--- config.mk ---
export PLATFORM = sky130hd
export DESIGN_NAME = lnbsc_top
export DESIGN_NICKNAME = d
export VERILOG_FILES = /design/src/logic/lnbsc_pkg.sv /design/src/logic/lnbsc_top.sv
export SDC_FILE = /design/constraint.sdc
export NUM_CORES = 1
export LEC_CHECK = 0
export BUFFER_PORTS_ARGS = -buffer_cell sky130_fd_sc_hd__buf_2
export CAP_MARGIN = 0
export CELL_PAD_IN_SITES_DETAIL_PLACEMENT = 1
export CELL_PAD_IN_SITES_GLOBAL_PLACEMENT = 1
export CORE_ASPECT_RATIO = 1.2
export CORE_MARGIN = 8
export CORE_UTILIZATION = 30
export CTS_CLUSTER_SIZE = 16
export DETAILED_ROUTE_END_ITERATION = 10
export PLACE_DENSITY = 0.61
export SLEW_MARGIN = 5
export SYNTH_ARGS = -nofsm -noshare
export SYNTH_HDL_FRONTEND = slang
export SYNTH_SLANG_ARGS = --single-unit
--- constraint.sdc ---
create_clock -name clock -period 2.6 [get_ports clock]
set_clock_uncertainty 0.05 [all_clocks]
set_input_delay 0.52 -clock clock [delete_from_list [all_inputs] [get_ports clock]]
set_output_delay 0.52 -clock clock [all_outputs]
set_load 0.03 [all_outputs]
--- src/logic/lnbsc_pkg.sv ---
// package: constants and types for the supply control register block
package lnbsc_pkg;
  // bit positions within the system control register
  localparam int BIT_SUPPLY_EN = 0;
  localparam int BIT_LEVEL_SEL = 1;
  localparam int BIT_BOOST = 2;
  localparam int BIT_TONE_ON = 3;
  localparam int BIT_CUR_SEL = 4;
  localparam int BIT_PULSE_MODE = 5;
  localparam int BIT_OVERLOAD = 6;
  localparam int BIT_OVERTEMP = 7;
  localparam logic [7:0] CTRL_MASK = 8'h3f;
  localparam logic [7:0] CTRL_RESET = 8'h00;
  // register offset on the plain register port
  localparam logic [3:0] ADDR_SYS = 4'h0;
  // two-bit address-select straps, each picks a bus address
  localparam logic [6:0] BASE_ADDR = 7'h04;
  // pulsed limit timing
  localparam longint CLK_HZ = 200000000;
  localparam longint T_OFF_MS = 900;
  localparam longint T_ON_MS = 90;
  localparam longint OFF_CYC = T_OFF_MS * CLK_HZ / 1000;
  localparam longint ON_CYC = T_ON_MS * CLK_HZ / 1000;
  localparam int CNT_W = 28;
  typedef enum logic [1:0] {
    LNBSC_IDLE = 2'b00,
    LNBSC_OFF = 2'b01,
    LNBSC_ON = 2'b11
  } lnbsc_pulse_e;
  // control settings as the analog blocks see them
  typedef struct packed {
    logic power_on;
    logic loop_closed;
    logic level_18v;
    logic boost_1v;
    logic low_current;
    logic tone_out;
  } lnbsc_drive_s;
endpackage

--- src/logic/lnbsc_top.sv ---
// system control register, serial slave, pulsed limit timer
//
// Overview of operation
// - one eight-bit register, six control bits
// - readback returns control plus two status bits
// - enable low: standby, power off, loop closed
// - level select picks 13 V or 18 V
// - boost bit adds one volt
// - serial bit or key pin drives tone
// - tone-force bit gives continuous tone
// - detector data presented on detect pin
// - current-select bit picks overload threshold
// - pulsed overload: 900 ms off, flag set
// - then on for one tenth of off
// - repeat while overloaded, else clear flag
// - internal timer sets off and on times
// - static mode flag follows current clamp
// - overtemperature: shut off, open loop, flag
// - cooled down: resume, clear flag
// - undervoltage lockout disables all functions
// - detect output driven low on tone
// - serial byte eight bits msb first, ack
// - four addresses selected by address pins
//
// Our own choices: the register addresses and the strobed register port.
`timescale 1ns/1ps
module lnbsc_top
  import lnbsc_pkg::*;
#(
  parameter longint OFF_CYCLES = OFF_CYC,
  parameter longint ON_CYCLES = ON_CYC
) (
  input wire logic clock,
  input wire logic nrst,
  input wire logic [3:0] reg_addr,
  input wire logic [7:0] reg_wdata,
  input wire logic reg_wr,
  input wire logic reg_rd,
  output logic [7:0] reg_rdata,
  input wire logic scl_in,
  input wire logic sda_in,
  output logic sda_out,
  output logic sda_oe,
  input wire logic [1:0] addr_select,
  input wire logic tone_key_input,
  input wire logic tone_detector_input,
  input wire logic overload_sense,
  input wire logic overtemp_sense,
  input wire logic undervolt_sense,
  output logic tone_detect_output,
  output logic tone_detect_oe,
  output lnbsc_drive_s drive
);
  ////////////////////////////////////////////////////////////////////
  // pin synchronisers: the first stage is read only by the second
  localparam int NSYNC = 8;
  // serial lines rest high, so they reset high: no false edge after reset
  localparam logic [NSYNC-1:0] SYNC_IDLE = 8'hc0;
  logic [NSYNC-1:0] s1;
  logic [NSYNC-1:0] s2;
  always_ff @(posedge clock or negedge nrst) begin
    if (!nrst) begin
      s1 <= SYNC_IDLE;
      s2 <= SYNC_IDLE;
    end else begin
      s1 <= {scl_in, sda_in, addr_select, tone_key_input, tone_detector_input,
             overload_sense, overtemp_sense};
      s2 <= s1;
    end
  end
  logic scl_s, sda_s, key_s, det_s, ovl_s, otp_s;
  logic [1:0] adsel_s;
  assign {scl_s, sda_s, adsel_s, key_s, det_s, ovl_s, otp_s} = s2;
  // undervoltage passes the same two stages
  logic uv1, uv_s;
  always_ff @(posedge clock or negedge nrst) begin
    if (!nrst) begin
      uv1 <= 1'b0;
      uv_s <= 1'b0;
    end else begin
      uv1 <= undervolt_sense;
      uv_s <= uv1;
    end
  end

  ////////////////////////////////////////////////////////////////////
  // serial slave: edges of scl and sda seen on the system clock
  typedef enum logic [2:0] {
    LNBSC_S_IDLE = 3'b000,
    LNBSC_S_ADDR = 3'b001,
    LNBSC_S_ACK = 3'b011,
    LNBSC_S_WR = 3'b010,
    LNBSC_S_RD = 3'b110,
    LNBSC_S_RACK = 3'b111
  } lnbsc_ser_e;
  lnbsc_ser_e st, next_st;
  logic scl_d, sda_d;
  logic [7:0] shift, next_shift;
  logic [3:0] nbit, next_nbit;
  logic rd_mode, next_rd_mode;
  logic sda_drv, next_sda_drv;
  logic ser_wr, next_ser_wr;
  logic [7:0] ctrl, next_ctrl;
  logic [7:0] status_byte;
  logic scl_rise, scl_fall, start_c, stop_c;
  assign scl_rise = scl_s && !scl_d;
  assign scl_fall = !scl_s && scl_d;
  assign start_c = scl_s && scl_d && sda_d && !sda_s;
  assign stop_c = scl_s && scl_d && !sda_d && sda_s;

  // byte engine: address byte, ack, then data bytes msb first
  always_comb begin
    next_st = st;
    next_shift = shift;
    next_nbit = nbit;
    next_rd_mode = rd_mode;
    next_sda_drv = sda_drv;
    next_ser_wr = 1'b0;
    if (start_c) begin
      next_st = LNBSC_S_ADDR;
      next_nbit = 4'h0;
      next_sda_drv = 1'b0;
    end else if (stop_c) begin
      next_st = LNBSC_S_IDLE;
      next_sda_drv = 1'b0;
    end else begin
      case (st)
        LNBSC_S_ADDR, LNBSC_S_WR: begin
          if (scl_rise) begin
            next_shift = {shift[6:0], sda_s}; // msb first
            next_nbit = nbit + 4'h1;
          end else if (scl_fall && nbit == 4'h8) begin
            next_nbit = 4'h0;
            if (st == LNBSC_S_ADDR) begin
              // four addresses from the strap pins
              if (shift[7:1] == (BASE_ADDR | {5'h00, adsel_s})) begin
                next_sda_drv = 1'b1;
                next_rd_mode = shift[0];
                next_st = LNBSC_S_ACK;
              end else begin
                next_st = LNBSC_S_IDLE;
              end
            end else begin
              next_ser_wr = 1'b1;
              next_sda_drv = 1'b1; // ack each data byte
              next_st = LNBSC_S_ACK;
            end
          end
        end
        LNBSC_S_ACK: begin
          if (scl_fall) begin
            next_nbit = 4'h0;
            if (rd_mode) begin
              next_shift = status_byte; // readback
              next_sda_drv = !status_byte[7];
              next_st = LNBSC_S_RD;
            end else begin
              next_sda_drv = 1'b0;
              next_st = LNBSC_S_WR;
            end
          end
        end
        LNBSC_S_RD: begin
          if (scl_fall) begin
            if (nbit == 4'h7) begin
              next_sda_drv = 1'b0;
              next_st = LNBSC_S_RACK;
            end else begin
              next_shift = {shift[6:0], 1'b0};
              next_sda_drv = !shift[6];
              next_nbit = nbit + 4'h1;
            end
          end
        end
        LNBSC_S_RACK: begin
          if (scl_rise) begin
            next_st = sda_s ? LNBSC_S_IDLE : LNBSC_S_ACK;
          end
        end
        default: next_st = LNBSC_S_IDLE;
      endcase
    end
  end
  always_ff @(posedge clock or negedge nrst) begin
    if (!nrst) begin
      st <= LNBSC_S_IDLE;
      shift <= 8'h00;
      nbit <= 4'h0;
      rd_mode <= 1'b0;
      sda_drv <= 1'b0;
      ser_wr <= 1'b0;
      scl_d <= 1'b1;
      sda_d <= 1'b1;
    end else begin
      st <= next_st;
      shift <= next_shift;
      nbit <= next_nbit;
      rd_mode <= next_rd_mode;
      sda_drv <= next_sda_drv;
      ser_wr <= next_ser_wr;
      scl_d <= scl_s;
      sda_d <= sda_s;
    end
  end
  // open drain: only ever pulls low
  assign sda_out = 1'b0;
  assign sda_oe = sda_drv;

  ////////////////////////////////////////////////////////////////////
  // system control register, six writable bits
  logic ovl_flag, otp_flag;
  always_comb begin
    next_ctrl = ctrl;
    if (ser_wr) begin
      next_ctrl = shift & CTRL_MASK;
    end else if (reg_wr && reg_addr == ADDR_SYS) begin
      next_ctrl = reg_wdata & CTRL_MASK;
    end
  end
  assign status_byte = ctrl | ({7'h00, ovl_flag} << BIT_OVERLOAD)
                            | ({7'h00, otp_flag} << BIT_OVERTEMP);
  logic [7:0] next_rdata;
  always_comb begin
    if (reg_rd && reg_addr == ADDR_SYS) begin
      next_rdata = status_byte;
    end else begin
      next_rdata = 8'h00;
    end
  end
  always_ff @(posedge clock or negedge nrst) begin
    if (!nrst) begin
      ctrl <= CTRL_RESET;
      reg_rdata <= 8'h00;
    end else begin
      ctrl <= next_ctrl;
      reg_rdata <= next_rdata;
    end
  end

  ////////////////////////////////////////////////////////////////////
  // pulsed current limit timer and protection flags
  lnbsc_pulse_e pst, next_pst;
  logic [CNT_W-1:0] cnt, next_cnt;
  logic next_ovl_flag, next_otp_flag;
  logic enabled, pulsed, ovl_seen, next_ovl_seen;
  assign enabled = ctrl[BIT_SUPPLY_EN] && !uv_s;
  assign pulsed = !ctrl[BIT_PULSE_MODE];
  always_comb begin
    next_pst = pst;
    next_cnt = cnt;
    next_ovl_seen = ovl_seen;
    next_ovl_flag = ovl_flag;
    if (!enabled || !pulsed) begin
      next_pst = LNBSC_IDLE; // timer held clear
      next_cnt = '0;
      next_ovl_seen = 1'b0;
      next_ovl_flag = enabled && ovl_s; // static flag tracks clamp
    end else begin
      case (pst)
        LNBSC_IDLE: begin
          next_ovl_flag = 1'b0;
          if (ovl_s) begin
            next_pst = LNBSC_OFF; // off and flag together
            next_ovl_flag = 1'b1;
            next_cnt = '0;
          end
        end
        LNBSC_OFF: begin
          next_cnt = cnt + 1'b1; // internal timer
          if ({{(64-CNT_W){1'b0}}, cnt} >= OFF_CYCLES - 1) begin
            next_pst = LNBSC_ON; // on for a tenth
            next_cnt = '0;
            next_ovl_seen = 1'b0;
          end
        end
        LNBSC_ON: begin
          next_cnt = cnt + 1'b1;
          next_ovl_seen = ovl_seen | ovl_s;
          if ({{(64-CNT_W){1'b0}}, cnt} >= ON_CYCLES - 1) begin
            next_cnt = '0;
            if (ovl_seen || ovl_s) begin
              next_pst = LNBSC_OFF; // still overloaded, cycle again
            end else begin
              next_pst = LNBSC_IDLE; // clean on period clears flag
              next_ovl_flag = 1'b0;
            end
          end
        end
        default: next_pst = LNBSC_IDLE;
      endcase
    end
    // thermal hysteresis is in the sensor: high above 150, low below 140
    next_otp_flag = otp_s;
  end
  always_ff @(posedge clock or negedge nrst) begin
    if (!nrst) begin
      pst <= LNBSC_IDLE;
      cnt <= '0;
      ovl_seen <= 1'b0;
      ovl_flag <= 1'b0;
      otp_flag <= 1'b0;
    end else begin
      pst <= next_pst;
      cnt <= next_cnt;
      ovl_seen <= next_ovl_seen;
      ovl_flag <= next_ovl_flag;
      otp_flag <= next_otp_flag;
    end
  end

  ////////////////////////////////////////////////////////////////////
  // drive to the analog blocks and pins, all registered
  lnbsc_drive_s next_drive;
  logic next_det_oe;
  always_comb begin
    next_drive.power_on = enabled && !otp_s && pst != LNBSC_OFF;
    next_drive.loop_closed = !ctrl[BIT_SUPPLY_EN] && !otp_s && !uv_s;
    next_drive.level_18v = ctrl[BIT_LEVEL_SEL] && !uv_s;
    next_drive.boost_1v = ctrl[BIT_BOOST] && !uv_s;
    next_drive.low_current = ctrl[BIT_CUR_SEL] && !uv_s; // high bit picks low range
    // forced tone wins over the key pin
    next_drive.tone_out = !uv_s && (ctrl[BIT_TONE_ON] || key_s);
    next_det_oe = det_s && !uv_s; // pull low while tone present
  end
  always_ff @(posedge clock or negedge nrst) begin
    if (!nrst) begin
      drive <= '0;
      tone_detect_oe <= 1'b0;
    end else begin
      drive <= next_drive;
      tone_detect_oe <= next_det_oe;
    end
  end
  assign tone_detect_output = 1'b0;
endmodule

Yosys cells after proc, flatten, opt, wreduce, memory -nomap -nowiden
Index checks and enable logic that the tools add are counted.
{"block": "classes", "addsub": 2, "mul": 0, "div": 0, "n_lt_le_gt_ge": 2, "n_eq_ne": 32, "shift": 0, "n_mux": 66, "n_bitwise": 6, "reduce_logical": 53}
{"op": "$mux 28", "n": 4}
{"op": "$pmux 28 s3", "n": 1}
{"op": "$mux 8", "n": 8}
{"op": "$mux 3", "n": 10}
{"op": "$add 28x1->28 const B", "n": 1}
{"op": "$ge 28x25->1 const B", "n": 1}
{"op": "$ge 28x28->1 const B", "n": 1}
{"op": "$mux 4", "n": 7}
{"op": "$ne 4x4->1 const B", "n": 7}
{"op": "$pmux 8 s3", "n": 1}
{"op": "$mux 1", "n": 23}
{"op": "$logic_and 1x1->1", "n": 21}
{"op": "$ne 3x3->1 const B", "n": 7}
{"op": "$reduce_and 6->1", "n": 3}
{"op": "$mux 2", "n": 6}
{"op": "$ne 2x2->1 const B", "n": 6}
{"op": "$pmux 3 s4", "n": 1}
{"op": "$pmux 4 s3", "n": 1}
{"op": "$logic_not 1->1", "n": 10}
{"op": "$reduce_bool 3->1", "n": 3}
{"op": "$or 8x7->8", "n": 1}
{"op": "$or 8x8->8", "n": 1}
{"op": "$reduce_and 8->1", "n": 1}
{"op": "$reduce_bool 4->1", "n": 2}
{"op": "other kinds (25)", "n": 34}
{"block": "totals", "reg_bits": 94, "latch_bits": 0, "ram_bits": 0, "rom_bits": 0, "output_inout_bits": 18, "elab_cells": 187, "n_memories": 0}

Longest topological paths before layout
{"block": "depth", "word_depth": 8, "depth_mapped": 9, "depth_no_buf": 8}

Worst setup path before layout
Ideal clock, no wire load.
{"block": "synth_path", "kind": "register to register", "start": "register cnt[0]", "end": "register cnt[18]", "setup_time_ns": 0.126, "t_arrival_ns": 1.948, "required_ns": 2.424, "slack_ns": 0.476, "stages_incl_launch_ff": 8, "period_less_slack_ns": 2.124, "path_cell_list": "dfrtp_1 ha_1 nand4_2 or4b_4 nor2_4 nand3_1 and3_1 a221o_1"}
{"block": "synth_via", "elab_chain_cells": 4, "word_cells_on_any_way": 7}
{"item": "start: declaration", "line_no": "lnbsc_top.sv:243", "rtl": "logic [CNT_W-1:0] cnt, next_cnt;"}
{"item": "start signal: assignment", "line_no": "lnbsc_top.sv:304", "rtl": "cnt <= next_cnt;"}
{"item": "$add 28x1->28, or another cell as far along", "line_no": "lnbsc_top.sv:269, lnbsc_top.sv:277"}
{"item": "$mux 28 (on tied branches)", "line_no": "lnbsc_top.sv:279, lnbsc_top.sv:270"}
{"item": "$pmux 28 s3 *", "line_no": "lnbsc_top.sv:259", "rtl": "case (pst)"}
{"item": "$mux 28 *", "line_no": "lnbsc_top.sv:253", "rtl": "if (!enabled || !pulsed) begin"}
Mark *: on every way between the ends. The rest lies on a longest branch, timed or not.
A chain may end at the register's enable or synchronous reset.

Worst setup path after layout
Same ends and word-level chain as after synthesis.

==> results.py <==
metrics = {
    "synthesis": {
        "synth_warnings": 0,
        "synth_top_area_frac": 0.489,
        "avgSynthCellArea_sq_um": 9.89,
        "ys_types": 59,
        "yosysMostFrequentCell": "dfrtp_1",
        "ys_seq_elements": 92,
        "synth_edf_count": 0,
        "async_reset_ff_frac": 1.00,
        "synth-main-ff-cell": "dfrtp_1",
        "yosysTopAreaCell": "dfrtp_1",
        "ys_seq_area_frac": 0.525,
        "yosys-top-cells-area": "dfrtp_1 (49%), nand2_1 (5.5%), o21ai_0 (3.9%)",
        "synth_commonest_cells": "dfrtp_1 (86), nand2_1 (65), nor2_1 (38)",
        "synth_area_sq_mm": 0.00440,
        "syn_inst": 445,
    },
    "sta": {
        "max_clock_freq_ghz": 0.418,
        "tns_ns": 0,
        "finalCriticalPeriod_ns": 2.39,
        "finalSetupViolCount": 0,
        "tightest_slew_ns": 0.522,
        "slew_violations": 0,
        "timing_hold_violations_final": 0,
        "rsz0062_at_grt": "no",
        "timing.final.crit_share": 0.921,
        "slew_headroom": 0.652,
    },
    "setup_path": {
        "start_kind": "register",
        "worstPathRequired_ns": 2.78,
        "crit_fanout": 6,
        "path_buf_inv": 0,
        "crit_slowest_cell": "or4b_4",
        "crit_type": "register to register",
        "crit_arrival_ns": 2.57,
        "cp_cell_sequence": "ha_1, nand4_2, or4b_4, nor2_4, nand3_1, and3_1, a221o_1",
        "end_kind": "register",
        "r2r_start": "cnt[0]",
        "slowest_delay_ns": 0.62,
        "crit_start": "cnt[0]",
        "crit_family": "simple AND/OR/NAND/NOR gates",
    },
    "die": {
        "core_sq_mm": 0.0144,
        "ios": 43,
        "die_h_um": 149,
        "dieArea_sq_mm": 0.0188,
        "fp-row-count": 48,
        "start_util": 0.307,
        "fp.dieW_um": 127,
    },
    "layout": {
        "synthToLayoutAreaGrowth_pct": 17.4,
        "antenna_cells": 0,
        "fin_area_sq_mm": 0.00516,
        "drive_gt1_frac": 0.179,
        "final_nets": 521,
    },
    "run_status": {
        "status": "complete, no violations",
    },
    "routing": {
        "drt-total-wl_mm": 11.0,
        "antenna_left": 0,
        "drt-pass1-iter-count": 4,
        "drt_iter0_markers": 193,
        "drc_errors": 0,
        "via_per_inst": 5.13,
        "vias": 3455,
        "avgRoutedWirePerCell_um": 16.3,
    },
    "clocking": {
        "clk_pin_slew_ns": 0.06,
        "cts_tree": "yes",
        "clkLatencyLatePin_ns": 0.34,
        "hold_buffers": 0,
        "cts_root_buf": "clkbuf_16",
        "numCtsBuffers": 9,
        "cts_buffer_depth": 2,
        "htree_levels": 3,
        "cts.sinks": 92,
    },
    "global_routing": {
        "grt_antenna_before_repair": 0,
        "grt_max_degree": 43,
        "grt_remaining_overflow": 0,
        "grt_pass1_wl_mm": 19.0,
        "grt_usage": 0.124,
        "grt_pass1_vias": 3757,
    },
    "job": {
        "cap_violations": 0,
    },
    "placed_design": {
        "postPlaceCellArea_sq_mm": 0.00486,
        "place_congestion": 0.786,
        "io_buffers": 38,
        "dp_hpwl_mm": 8.05,
    },
    "power_and_ir_drop": {
        "p_leak_nw": 2.36,
        "power_density_mw_per_mm2": 638,
        "peakVddDrop_uv": 292,
    },
    "hold_path": {
        "worstHoldPathType": "primary input to asynchronous set/reset pin",
    },
}
==> report_power, final <==
part           switching [mW]  internal, mW
Clock                   0.522         0.797
Combinational           0.212         0.142
Sequential             0.0954          1.53
==> cell usage in the layout (no fill, tap or decap), types with 14 or more instances in the layout <==
master,synthesis,final
nand2_1,65,65
buf_4,3,14
nand3_1,19,19
buf_2,4,37
and3_1,16,16
o21ai_0,34,34
mux2i_1,14,14
nor2_1,38,38
dfrtp_1,86,86
==> metrics by stage <==
step                power (mW)  hold slack [ns]  setup WS, ns  instances  utilization
finish                    3.30           0.0795         0.206        673        0.360
detailed placement        2.01            0.287         0.143        657        0.339
global route              3.44            0.112        0.0686        673        0.360
CTS                       3.36           0.0984         0.112        673        0.360
floorplan                 1.84            0.174         0.476        446            -
global placement          2.00            0.282         0.252        657        0.339
==> registers in the layout, indices dropped and copies added, names as in the netlist, 2 cells and up <==
register	cells
cnt	28
ctrl	6
s2	8
reg_rdata	8
nbit	4
drive	6
s1	8
pst	2
st	3
shift	8
==> path summary, 6_finish.rpt <==
path                       depth (start not counted)  slack, ns           end
hold reg to reg                                    0       0.29         s2[5]
setup reg to reg                                   7       0.21       cnt[18]
setup / recovery                                   7       0.21       cnt[18]
max in group asynchronous                          2       1.73         s2[6]
min in group clock                                 1       0.23         s1[6]
hold / removal                                     1       0.08  reg_rdata[4]
==> cell families (layout without fill, tap and decap cells) <==
kind of cell / after synthesis / after routing / share of synthesized area
AND/OR/NAND/NOR: 206 / 206 / 0.240
AO/OA/AOI/OAI: 88 / 88 / 0.136
other: 1 / 2 / 0.000852
flip-flops: 92 / 92 / 0.525
XOR/XNOR: 14 / 14 / 0.0279
multiplexers: 15 / 15 / 0.0344
adder cells (fa/ha/maj): 3 / 3 / 0.00853
buffers and inverters: 26 / 78 / 0.0281
==> metal layers <==
layer | up-vias | global-route usage | part of all wire
met5 | - | 0 | 0
met4 | 0 | 0.0386 | 0.016
met3 | 12 | 0.0365 | 0.036
met2 | 46 | 0.212 | 0.50
met1 | 1721 | 0.147 | 0.45
li1 | 1676 | - | -
==> area by class of cell <==
| cell class | instances | area (sq um) |
|---|---|---|
| multi-input cells | 328 | 1970 |
| well taps | 175 | 219 |
| fillers | 1642 | 9190 |
| inverters | 9 | 33.8 |
| repair buffers | 53 | 330 |
| flip-flops and latches | 92 | 2310 |
| clock buffers | 14 | 264 |
| clock inverters | 2 | 35.0 |
==> timing repair <==
| action | CTS | global route |
|---|---|---|
| endpoints found under the setup margin | 0 | 5 |
| gates resized for setup | 0 | 5 |
| setup buffers | 0 | 0 |
No activity file was read; power rests on OpenSTA's default activity.
